$ cat config.mk
export PLATFORM = sky130hd
export DESIGN_NAME = sss_seq
export DESIGN_NICKNAME = d
export VERILOG_FILES = /design/src/pkg/sss_pkg.sv /design/src/core/sss_seq.sv
export VERILOG_INCLUDE_DIRS = /design/src /design/src/pkg
export SDC_FILE = /design/constraint.sdc
export NUM_CORES = 1
export LEC_CHECK = 0
export BUFFER_PORTS_ARGS = -buffer_cell sky130_fd_sc_hd__buf_2
export CORE_UTILIZATION = 53
export CTS_CLUSTER_SIZE = 20
export DETAILED_ROUTE_END_ITERATION = 10
export GPL_TIMING_DRIVEN = 0
export HOLD_SLACK_MARGIN = 0.15
export PLACE_DENSITY_LB_ADDON = 0.2
export SKIP_LAST_GASP = 1
export SLEW_MARGIN = 40
export SYNTH_ARGS = -nofsm -noshare
export SYNTH_HDL_FRONTEND = slang
export SYNTH_SLANG_ARGS = --single-unit
export TNS_END_PERCENT = 100
$ cat constraint.sdc
create_clock -name clk_sys -period 3.06 [get_ports clk_sys]
set_clock_uncertainty 0.2 [all_clocks]
set_input_delay 0.459 -clock clk_sys [delete_from_list [all_inputs] [get_ports clk_sys]]
set_output_delay 0.459 -clock clk_sys [all_outputs]
set_load 0.05 [all_outputs]
$ cat src/pkg/sss_cfg.svh
`ifndef SSS_CFG_SVH
`define SSS_CFG_SVH

// ************************************************************
// register offsets
// ************************************************************
`define SSS_ADDR_W          4
`define SSS_OFF_CTL_FIRST   4'h0
`define SSS_OFF_CTL_SECOND  4'h1
`define SSS_OFF_STATUS      4'h2
`define SSS_OFF_WAKE_EN     4'h3
`define SSS_OFF_RESULT      4'h4
`define SSS_OFF_STATE       4'h5

// ************************************************************
// fields
// ************************************************************
`define SSS_TYP_LSB         10
`define SSS_TYP_MSB         12
`define SSS_GO_BIT          13
`define SSS_WAKE_FLAG_BIT   15
`define SSS_RES_NO_POWER    32'h0000_0001
`define SSS_RES_THERMAL     32'h0000_0002

// ************************************************************
// sleep type codes and timing
// ************************************************************
`define SSS_TYP_S0          3'h0
`define SSS_TYP_S3          3'h3
`define SSS_TYP_S4          3'h4
`define SSS_TYP_S5          3'h5
`define SSS_SETTLE_NS       1000
`define SSS_CLK_NS          25
`define SSS_SETTLE_CYC      ((`SSS_SETTLE_NS + `SSS_CLK_NS - 1) / `SSS_CLK_NS)

`endif

$ cat src/pkg/sss_pkg.sv
package sss_pkg;
    typedef enum logic [1:0] {
        SSS_ST_WORK,
        SSS_ST_ENTER,
        SSS_ST_SLEEP,
        SSS_ST_WAKE
    } sss_state_e;

    typedef struct packed {
        logic [3:0] addr;
        logic [31:0] wdata;
        logic        wr;
        logic        rd;
    } sss_bus_s;

    typedef struct packed {
        logic       dram_retain;
        logic       cpu_run;
        logic [3:0] res_off;
        logic       dev_d3;
        logic       cold_boot;
        logic       resume_boot;
    } sss_pwr_s;
endpackage : sss_pkg

$ cat src/core/sss_seq.sv
// The address map and the plain strobed port were left to the implementer.
`include "sss_cfg.svh"
`timescale 1ns/1ps
`default_nettype none
module sss_seq #(
    parameter int SETTLE_CYC = `SSS_SETTLE_CYC,
    parameter int N_WAKE     = 8
) (
    // clock and reset
    input  wire logic                clk_sys,
    input  wire logic                rst_b,
    // register port
    input  wire logic [3:0]          reg_addr,
    input  wire logic [31:0]         reg_wdata,
    input  wire logic                reg_wr,
    input  wire logic                reg_rd,
    output logic      [31:0]         reg_rdata,
    // wake sources and status pins
    input  wire logic [N_WAKE-1:0]   wake_src,
    input  wire logic                supply_short,
    input  wire logic                thermal_trip,
    // power controls
    output logic                     dram_retain,
    output logic                     cpu_run,
    output logic      [3:0]          res_off,
    output logic                     dev_d3,
    output logic                     cold_boot,
    output logic                     resume_boot
);

    // ************************************************************
    // input synchronisers
    // ************************************************************
    logic [N_WAKE+1:0] sync1_r, sync2_r;
    always_ff @(posedge clk_sys or negedge rst_b) begin
        if (!rst_b) begin
            sync1_r <= '0;
            sync2_r <= '0;
        end else begin
            sync1_r <= {thermal_trip, supply_short, wake_src};
            sync2_r <= sync1_r;
        end
    end
    logic [N_WAKE-1:0] wake_s;
    logic              short_s, therm_s;
    assign wake_s  = sync2_r[N_WAKE-1:0];
    assign short_s = sync2_r[N_WAKE];
    assign therm_s = sync2_r[N_WAKE+1];

    // ************************************************************
    // state
    // ************************************************************
    sss_pkg::sss_state_e st_r, st_nxt;
    logic [2:0]        typ1_r, typ1_nxt, typ2_r, typ2_nxt;
    logic [2:0]        cur_r, cur_nxt, ended_r, ended_nxt;
    logic [2:0]        pss_r, pss_nxt;
    logic [1:0]        res_r, res_nxt;
    logic              wflag_r, wflag_nxt;
    logic [N_WAKE-1:0] wen_r, wen_nxt;
    logic [15:0]       cnt_r, cnt_nxt;
    logic              cold_r, cold_nxt, resm_r, resm_nxt;

    function automatic logic [3:0] off_mask(input logic [2:0] t);
        // one bit per power resource level S0..S3
        unique case (t)
            `SSS_TYP_S3: off_mask = 4'h7;
            `SSS_TYP_S4: off_mask = 4'hf;
            `SSS_TYP_S5: off_mask = 4'hf;
            default:     off_mask = 4'h0;
        endcase
    endfunction : off_mask

    logic go_wr, wake_hit;
    assign go_wr = reg_wr && reg_wdata[`SSS_GO_BIT]
                   && (reg_addr == `SSS_OFF_CTL_SECOND);
    // wakes count only from sources enabled in wen_r, whatever the sleep type
    assign wake_hit = |(wake_s & wen_r);

    always_comb begin
        st_nxt    = st_r;
        typ1_nxt  = typ1_r;
        typ2_nxt  = typ2_r;
        cur_nxt   = cur_r;
        ended_nxt = ended_r;
        pss_nxt   = pss_r;
        res_nxt   = res_r;
        wflag_nxt = wflag_r;
        wen_nxt   = wen_r;
        cnt_nxt   = cnt_r;
        cold_nxt  = 1'b0;
        resm_nxt  = 1'b0;
        if (reg_wr && reg_addr == `SSS_OFF_CTL_FIRST)
            typ1_nxt = reg_wdata[`SSS_TYP_MSB:`SSS_TYP_LSB];
        if (reg_wr && reg_addr == `SSS_OFF_CTL_SECOND)
            typ2_nxt = reg_wdata[`SSS_TYP_MSB:`SSS_TYP_LSB];
        if (reg_wr && reg_addr == `SSS_OFF_WAKE_EN)
            wen_nxt = reg_wdata[N_WAKE-1:0];
        if (reg_wr && reg_addr == `SSS_OFF_STATUS
            && reg_wdata[`SSS_WAKE_FLAG_BIT])
            wflag_nxt = 1'b0;
        unique case (st_r)
            sss_pkg::SSS_ST_WORK: begin
                if (go_wr) begin
                    // type taken from this very write
                    cur_nxt = reg_wdata[`SSS_TYP_MSB:`SSS_TYP_LSB];
                    cnt_nxt = 16'(SETTLE_CYC);
                    res_nxt = 2'b00;
                    st_nxt  = sss_pkg::SSS_ST_ENTER;
                end
            end
            sss_pkg::SSS_ST_ENTER: begin
                if (cnt_r != 16'h0000) begin
                    cnt_nxt = cnt_r - 16'h0001;
                end else begin
                    // excess current leaves us one level short
                    pss_nxt = short_s ? cur_r - 3'h1 : cur_r;
                    st_nxt  = sss_pkg::SSS_ST_SLEEP;
                end
            end
            sss_pkg::SSS_ST_SLEEP: begin
                if (wake_hit) begin
                    if (short_s)
                        res_nxt = 2'b01;
                    else if (therm_s)
                        res_nxt = 2'b10;
                    else begin
                        cnt_nxt = 16'(SETTLE_CYC);
                        st_nxt  = sss_pkg::SSS_ST_WAKE;
                    end
                end
            end
            sss_pkg::SSS_ST_WAKE: begin
                if (cnt_r != 16'h0000) begin
                    cnt_nxt = cnt_r - 16'h0001;
                end else begin
                    ended_nxt = cur_r;
                    cold_nxt  = (cur_r != `SSS_TYP_S3);
                    resm_nxt  = (cur_r == `SSS_TYP_S3);
                    wflag_nxt = 1'b1;
                    cur_nxt   = `SSS_TYP_S0;
                    st_nxt    = sss_pkg::SSS_ST_WORK;
                end
            end
        endcase
    end

    always_ff @(posedge clk_sys or negedge rst_b) begin
        if (!rst_b) begin
            st_r    <= sss_pkg::SSS_ST_WORK;
            typ1_r  <= 3'h0;
            typ2_r  <= 3'h0;
            cur_r   <= 3'h0;
            ended_r <= 3'h0;
            pss_r   <= 3'h0;
            res_r   <= 2'b00;
            wflag_r <= 1'b0;
            wen_r   <= '0;
            cnt_r   <= 16'h0000;
            cold_r  <= 1'b0;
            resm_r  <= 1'b0;
        end else begin
            st_r    <= st_nxt;
            typ1_r  <= typ1_nxt;
            typ2_r  <= typ2_nxt;
            cur_r   <= cur_nxt;
            ended_r <= ended_nxt;
            pss_r   <= pss_nxt;
            res_r   <= res_nxt;
            wflag_r <= wflag_nxt;
            wen_r   <= wen_nxt;
            cnt_r   <= cnt_nxt;
            cold_r  <= cold_nxt;
            resm_r  <= resm_nxt;
        end
    end

    // ************************************************************
    // power outputs
    // ************************************************************
    logic asleep;
    assign asleep      = (st_r != sss_pkg::SSS_ST_WORK);
    assign cpu_run     = !asleep;
    assign dram_retain = asleep && (cur_r == `SSS_TYP_S3);
    assign res_off     = asleep ? off_mask(cur_r) : 4'h0;
    assign dev_d3      = asleep && (cur_r != `SSS_TYP_S3);
    assign cold_boot   = cold_r;
    assign resume_boot = resm_r;

    // ************************************************************
    // read path
    // ************************************************************
    always_ff @(posedge clk_sys or negedge rst_b) begin
        if (!rst_b) begin
            reg_rdata <= 32'h0000_0000;
        end else if (reg_rd) begin
            unique case (reg_addr)
                `SSS_OFF_CTL_FIRST:
                    reg_rdata <= 32'({typ1_r, {`SSS_TYP_LSB{1'b0}}});
                `SSS_OFF_CTL_SECOND:
                    reg_rdata <= 32'({typ2_r, {`SSS_TYP_LSB{1'b0}}});
                `SSS_OFF_STATUS:
                    reg_rdata <= 32'({wflag_r, {`SSS_WAKE_FLAG_BIT{1'b0}}});
                `SSS_OFF_WAKE_EN:
                    reg_rdata <= 32'(wen_r);
                `SSS_OFF_RESULT:
                    reg_rdata <= 32'({pss_r, 6'h00, res_r});
                `SSS_OFF_STATE:
                    reg_rdata <= 32'(ended_r);
                default:
                    reg_rdata <= 32'h0000_0000;
            endcase
        end else begin
            reg_rdata <= 32'h0000_0000;
        end
    end

    // ************************************************************
    // checks
    // ************************************************************
    logic [2:0] wr_typ;
    assign wr_typ = reg_wdata[`SSS_TYP_MSB:`SSS_TYP_LSB];
endmodule : sss_seq
`default_nettype wire

### Yosys cells after proc, flatten, opt, wreduce, memory -nomap -nowiden

Cells that the tools add are included.

| storage, ports and cells | value |
|---|---|
| bits in registers | 98 |
| latch bits | 0 |
| RAM bits | 0 |
| memory bits (read-only) | 0 |
| bits of input ports | 50 |
| output and inout bits | 41 |
| word-level logic and storage cells | 97 |
| memories | 0 |

| operators by class | value |
|---|---|
| add/sub/neg operators | 2 |
| multiply operators | 0 |
| div/mod/pow operators | 0 |
| $lt $le $gt $ge | 0 |
| equal/unequal tests | 20 |
| shift-type cells | 0 |
| muxes and demuxes | 33 |
| bitwise logic cells | 2 |
| reductions and logical operators | 25 |

Operators by type and width:

| kind | number |
|---|---|
| 16-bit one-hot mux with 6 select lines | 1 |
| 16-bit two-way mux | 5 |
| 16-bit one-hot mux with 3 select lines | 1 |
| 32-bit two-way mux | 1 |
| 2-bit two-way mux | 10 |
| 16-bit nonzero test | 1 |
| 16-bit by 1-bit subtractor with 16-bit output, second input constant | 1 |
| 2-bit != test, second input constant | 6 |
| 1-bit logical AND | 9 |
| 3-bit two-way mux | 3 |
| 8-bit AND | 1 |
| 4-bit by 2-bit equality test with 1-bit output, second input constant | 2 |
| 4-bit by 3-bit equality test with 1-bit output, second input constant | 2 |
| 2-bit one-hot mux with 4 select lines | 1 |
| 4-bit one-hot mux with 2 select lines | 1 |
| 8-bit OR reduction | 1 |
| 1-bit two-way mux | 7 |
| 3-bit equality test, second input constant | 2 |
| 3-bit one-hot mux with 2 select lines | 1 |
| 6-bit AND reduction | 1 |
| 2-bit nonzero test | 3 |
| 5-bit AND reduction | 1 |
| 2-bit equality test, second input constant | 2 |
| 4-bit by 1-bit equality test with 1-bit output, second input constant | 1 |
| other kinds (16) | 18 |

### Logic depth before layout (Yosys ltp)

| depth | value |
|---|---|
| depth after elaboration | 6 |
| depth in mapped cells | 9 |
| mapped depth without buffers | 7 |

### Worst setup path after synthesis

No wires, ideal clock.

| path | value |
|---|---|
| path kind | register -> output |
| from | register st_r[0] |
| to | output port res_off[1] |
| arrival time | 2462 ps |
| data required time | 2401 ps |
| setup slack | -61 ps |
| cell stages (with the launch flop) | 7 |
| buffers on the path | 2 |
| path through | dfrtp_1 -> inv_1 -> ha_1 -> clkbuf_1 -> nor2_1 -> or2_2 -> buf_4 |

| between the ends | value |
|---|---|
| word-level cells in the longest chain between the ends | 2 |

RTL lines:

| element | line | text |
|---|---|---|
| from (decl) | sss_seq.sv:53 | `sss_pkg::sss_state_e st_r, st_nxt;` |
| from (signal assigned) | sss_seq.sv:149 | `st_r <= sss_pkg::SSS_ST_WORK;` |
| from (signal assigned) | sss_seq.sv:162 | `st_r <= st_nxt;` |
| 2-bit nonzero test | sss_seq.sv:181 | `assign asleep = (st_r != sss_pkg::SSS_ST_WORK);` |
| 4-bit two-way mux | sss_seq.sv:184 | `assign res_off = asleep ? off_mask(cur_r) : 4'h0;` |
| to (decl) | sss_seq.sv:25 | `output logic [3:0] res_off,` |

No other way between the ends.

### Worst setup path in the final report

| path | value |
|---|---|
| from | register cnt_r[0] |
| to | register cnt_r[3] |

| between the ends | value |
|---|---|
| word-level cells in the longest chain between the ends | 3 |
| elaborated cells between the ends (all ways) | 6 |
| classes of those cells | add/sub (1); eq/ne (1); mux (2); reduce/logical (2) |

RTL lines:

| element | line | text |
|---|---|---|
| from (decl) | sss_seq.sv:60 | `logic [15:0] cnt_r, cnt_nxt;` |
| from (signal assigned) | sss_seq.sv:171 | `cnt_r <= cnt_nxt;` |
| 16-bit by 1-bit subtractor with 16-bit output or 16-bit nonzero test (tied branches) | -- |  |
| 16-bit two-way mux or 2-bit by 1-bit != test with 1-bit output (tied branches) | -- |  |
| 16-bit one-hot mux with 3 select lines or 5-bit AND reduction (tied branches) | -- |  |

Parallel ways exist; a longest one is shown, timed or not. The select of a mux whose other input is x is not followed.
A chain may end at the register's enable or synchronous reset.

==> metrics.txt <==
Max Fclk=338 MHz; VDD IR max=293 uV; Initial Util=54.6%; Crit Path Category=register to register; Primary FF master, synth=dfrtp_1; Routed Antenna Nets=0; worst-skew pair later-pin latency=0.36 ns; Tmin final=2.96 ns; total core area=6760 um2; sequential element share of the synthesized area=54.3%; filler instances=521; area grow syn2layout=23.7%; maximum root-to-sink buffer count=2; Post-CTS Setup Inserts=0; total CTS buffers=9; RSZ-0062 raised after global routing=true; r2r setup slk=0.10 ns; Detailed Place HPWL=5200 um; final wirelength=7370 um; port bufs=50; largest net degree at the start of global routing=43; Synth top area share=54.3%; WP data required=3.09 ns; Area after DPL=4140 um2; max cap viols=0; PwrDens=497 nW/um2; pre-CTS setup slack=0.0137 ns; clock-pin slew on the worst setup and hold paths=0.08 ns; Root Driver=clkbuf_8; Leakage=2.13 nW; fin nets=486; Worst Hold Class=register to register; first-pass GRT wire length=12600 um; RePlAce Congestion=0.880; final setup fails=0; Synth Instances=329; routed via count=2728; I/O pin total=91; global route total overflow=0; final sum of negative setup slack=0 ns; yosys warns=0; vias in the first global route=2637; Tcrit/Tclk final=96.7%; n_diodes=0; cell area after synthesis=3690 um2; CP Capture Type=register; CP cell instances=inv_1, ha_1, or4b_2, or4_4, buf_6, o21ai_1, nor3_1, or3b_1; Yosys top cell by area=dfrtp_1; slew margin rel.=41.0%; initial DRC count=116; CTS tree=done; die area=7290 um2; number of flops mapped to enable cells by yosys=0; CP Data Arrival Time=2.99 ns; Final Worst Setup Slack=0.101 ns; Residual DRC=0; final hold vios=0; startpoint types=register; status=complete, no violations; fin area=4560 um2; layout cell share with drive strength beyond 1=28.5%; initial antenna violation count=0; Yosys cell types=56; slowest CP cell=or4b_2; number of synthesized register bits=80; Max FO, Critical Path=7; die height=85.4 um; Die X=85.4 um; multi-input logic area=1510 um2; post-DR vias/cell=5.34; register area=2000 um2; Worst-Margin Slew=0.881 ns; Final Max Tran Viols=0; Worst path max stage delay=0.68 ns; First-pass DRT Iterations=6; Synth area leaders=dfrtp_1 54%, mux2_2 6.1%, buf_4 4.1%; CTS Sinks=80; GR Util All Layers=22.3%; std cell rows=30; H-tree levels=3; post-synthesis async set-or-reset flop share=100%; wire per inst=14.4 um; Syn Area/Cell=11.2 um2
==> routing by layer <==
layer | global-route usage [%] | vias up | wire length (um)
met5 | 0 | - | 0
met4 | 6.97 | 0 | 96
met3 | 5.25 | 11 | 288
met2 | 35.3 | 76 | 3560
met1 | 30.5 | 1312 | 3420
li1 | - | 1329 | -
==> final timing paths <==
path / depth (start not counted) / start / endpoint
max in group asynchronous: 3 / rst_b / cnt_r[6]
min in group asynchronous: 2 / rst_b / reg_rdata[9]
setup reg to reg: 8 / cnt_r[0] / cnt_r[3]
hold reg to reg: 0 / sync1_r[4] / sync2_r[4]
setup / recovery: 8 / cnt_r[0] / cnt_r[3]
hold / removal: 0 / sync1_r[4] / sync2_r[4]
==> what timing repair did <==
item	CTS	global route
endpoints found under the setup margin	0	11
gates resized for setup	0	3
hold buffers	19	0
hold endpoints to repair	59	0
==> synth_stat cells, types with 2 or more instances <==
cell type  number
nand2_1        24
or4_1           7
nor4b_1         2
o211ai_1        3
nor2b_1         3
a22oi_1         2
o31ai_1         4
nor3_1          6
and2_1          3
a21oi_1        12
ha_1           10
buf_2           2
inv_1          10
or2_2           2
o41ai_1         5
clkbuf_1       10
a21o_1          3
a32oi_1         2
xnor2_1         2
or3_1           5
o21ai_0        16
nor4_1          4
or3b_1          2
nand4_1         2
buf_4          20
mux2_2         20
mux2i_1         6
a31oi_1         2
nand2b_1        2
and4b_1         2
nand3_1         4
nor2_1         21
a22o_1          2
o21ai_1         2
dfrtp_1        80
buf_6           2
and3_1          6
==> kinds of logic (layout without fill, tap and decap cells) <==
kind of cell / after synthesis / after routing / share of synthesized area, %
fa+ha+maj: 10 / 10 / 3.39
flops: 80 / 80 / 54.3
buf+inv: 44 / 129 / 6.99
simple gates: 103 / 103 / 15.4
compound gates: 63 / 63 / 11.6
mux: 26 / 26 / 7.74
other cells: 1 / 18 / 0.102
xor+xnor: 2 / 2 / 0.475
==> cells in the final DEF (no fill, tap or decap), types with 4 or more instances in the layout <==
| cell type | Yosys | layout |
|---|---|---|
| a21oi_1 | 12 | 12 |
| and3_1 | 6 | 6 |
| buf_2 | 2 | 51 |
| buf_4 | 20 | 20 |
| clkbuf_1 | 10 | 8 |
| clkbuf_8 | 0 | 10 |
| conb_1 | 1 | 18 |
| dfrtp_1 | 80 | 80 |
| dlygate4sd3_1 | 0 | 19 |
| ha_1 | 10 | 9 |
| inv_1 | 10 | 10 |
| mux2_2 | 20 | 20 |
| mux2i_1 | 6 | 6 |
| nand2_1 | 24 | 24 |
| nand3_1 | 4 | 4 |
| nor2_1 | 21 | 20 |
| nor3_1 | 6 | 6 |
| o21ai_0 | 16 | 16 |
| o31ai_1 | 4 | 4 |
| o41ai_1 | 5 | 5 |
| or3_1 | 5 | 5 |
| or4_1 | 7 | 7 |
==> sequential cells by signal (all words and copies together), names as in the netlist <==
name,flops
cold_boot,1
wen_r,8
cnt_r,16
resume_boot,1
pss_r,3
res_r,2
typ2_r,3
st_r,2
typ1_r,3
cur_r,3
sync1_r,10
wflag_r,1
ended_r,3
sync2_r,10
reg_rdata,14
==> where the power goes <==
group          switching (W)  internal, W  leakage (nW)
clock               0.000394     0.000484         0.113
sequential         0.0000402      0.00112         0.967
combinational       0.000129     0.000101          1.06
==> stage by stage <==
| stage | cells | util, % | power [W] | hold WS, ns |
|---|---|---|---|---|
| floorplan | 346 | - | 0.00131 | -0.0366 |
| global placement | 476 | 60.8 | 0.00138 | 0.132 |
| detailed placement | 477 | 61.3 | 0.00139 | 0.135 |
| CTS | 512 | 67.4 | 0.00227 | 0.152 |
| global route | 511 | 67.5 | 0.00236 | 0.162 |
| finish | 511 | 67.5 | 0.00227 | 0.151 |
==> cell type report <==
type	count	share of cell area [%]
timing repair buffer	70	10.2
multi-input combinational	222	33.1
sequential	80	43.9
clock inverter	6	1.98
tap	80	2.19
buffer	33	4.77
inverter	10	0.823
clock buffer	10	3.02
==> worst max-delay path: cells and delay by family (launching register included) <==
family,cells,cell delay [ns]
simple gates,4,1.60
fa+ha+maj,1,0.18
flops,1,0.44
compound gates,1,0.16
buf+inv,2,0.24
Note: power is estimated with default switching activity, not from simulation.
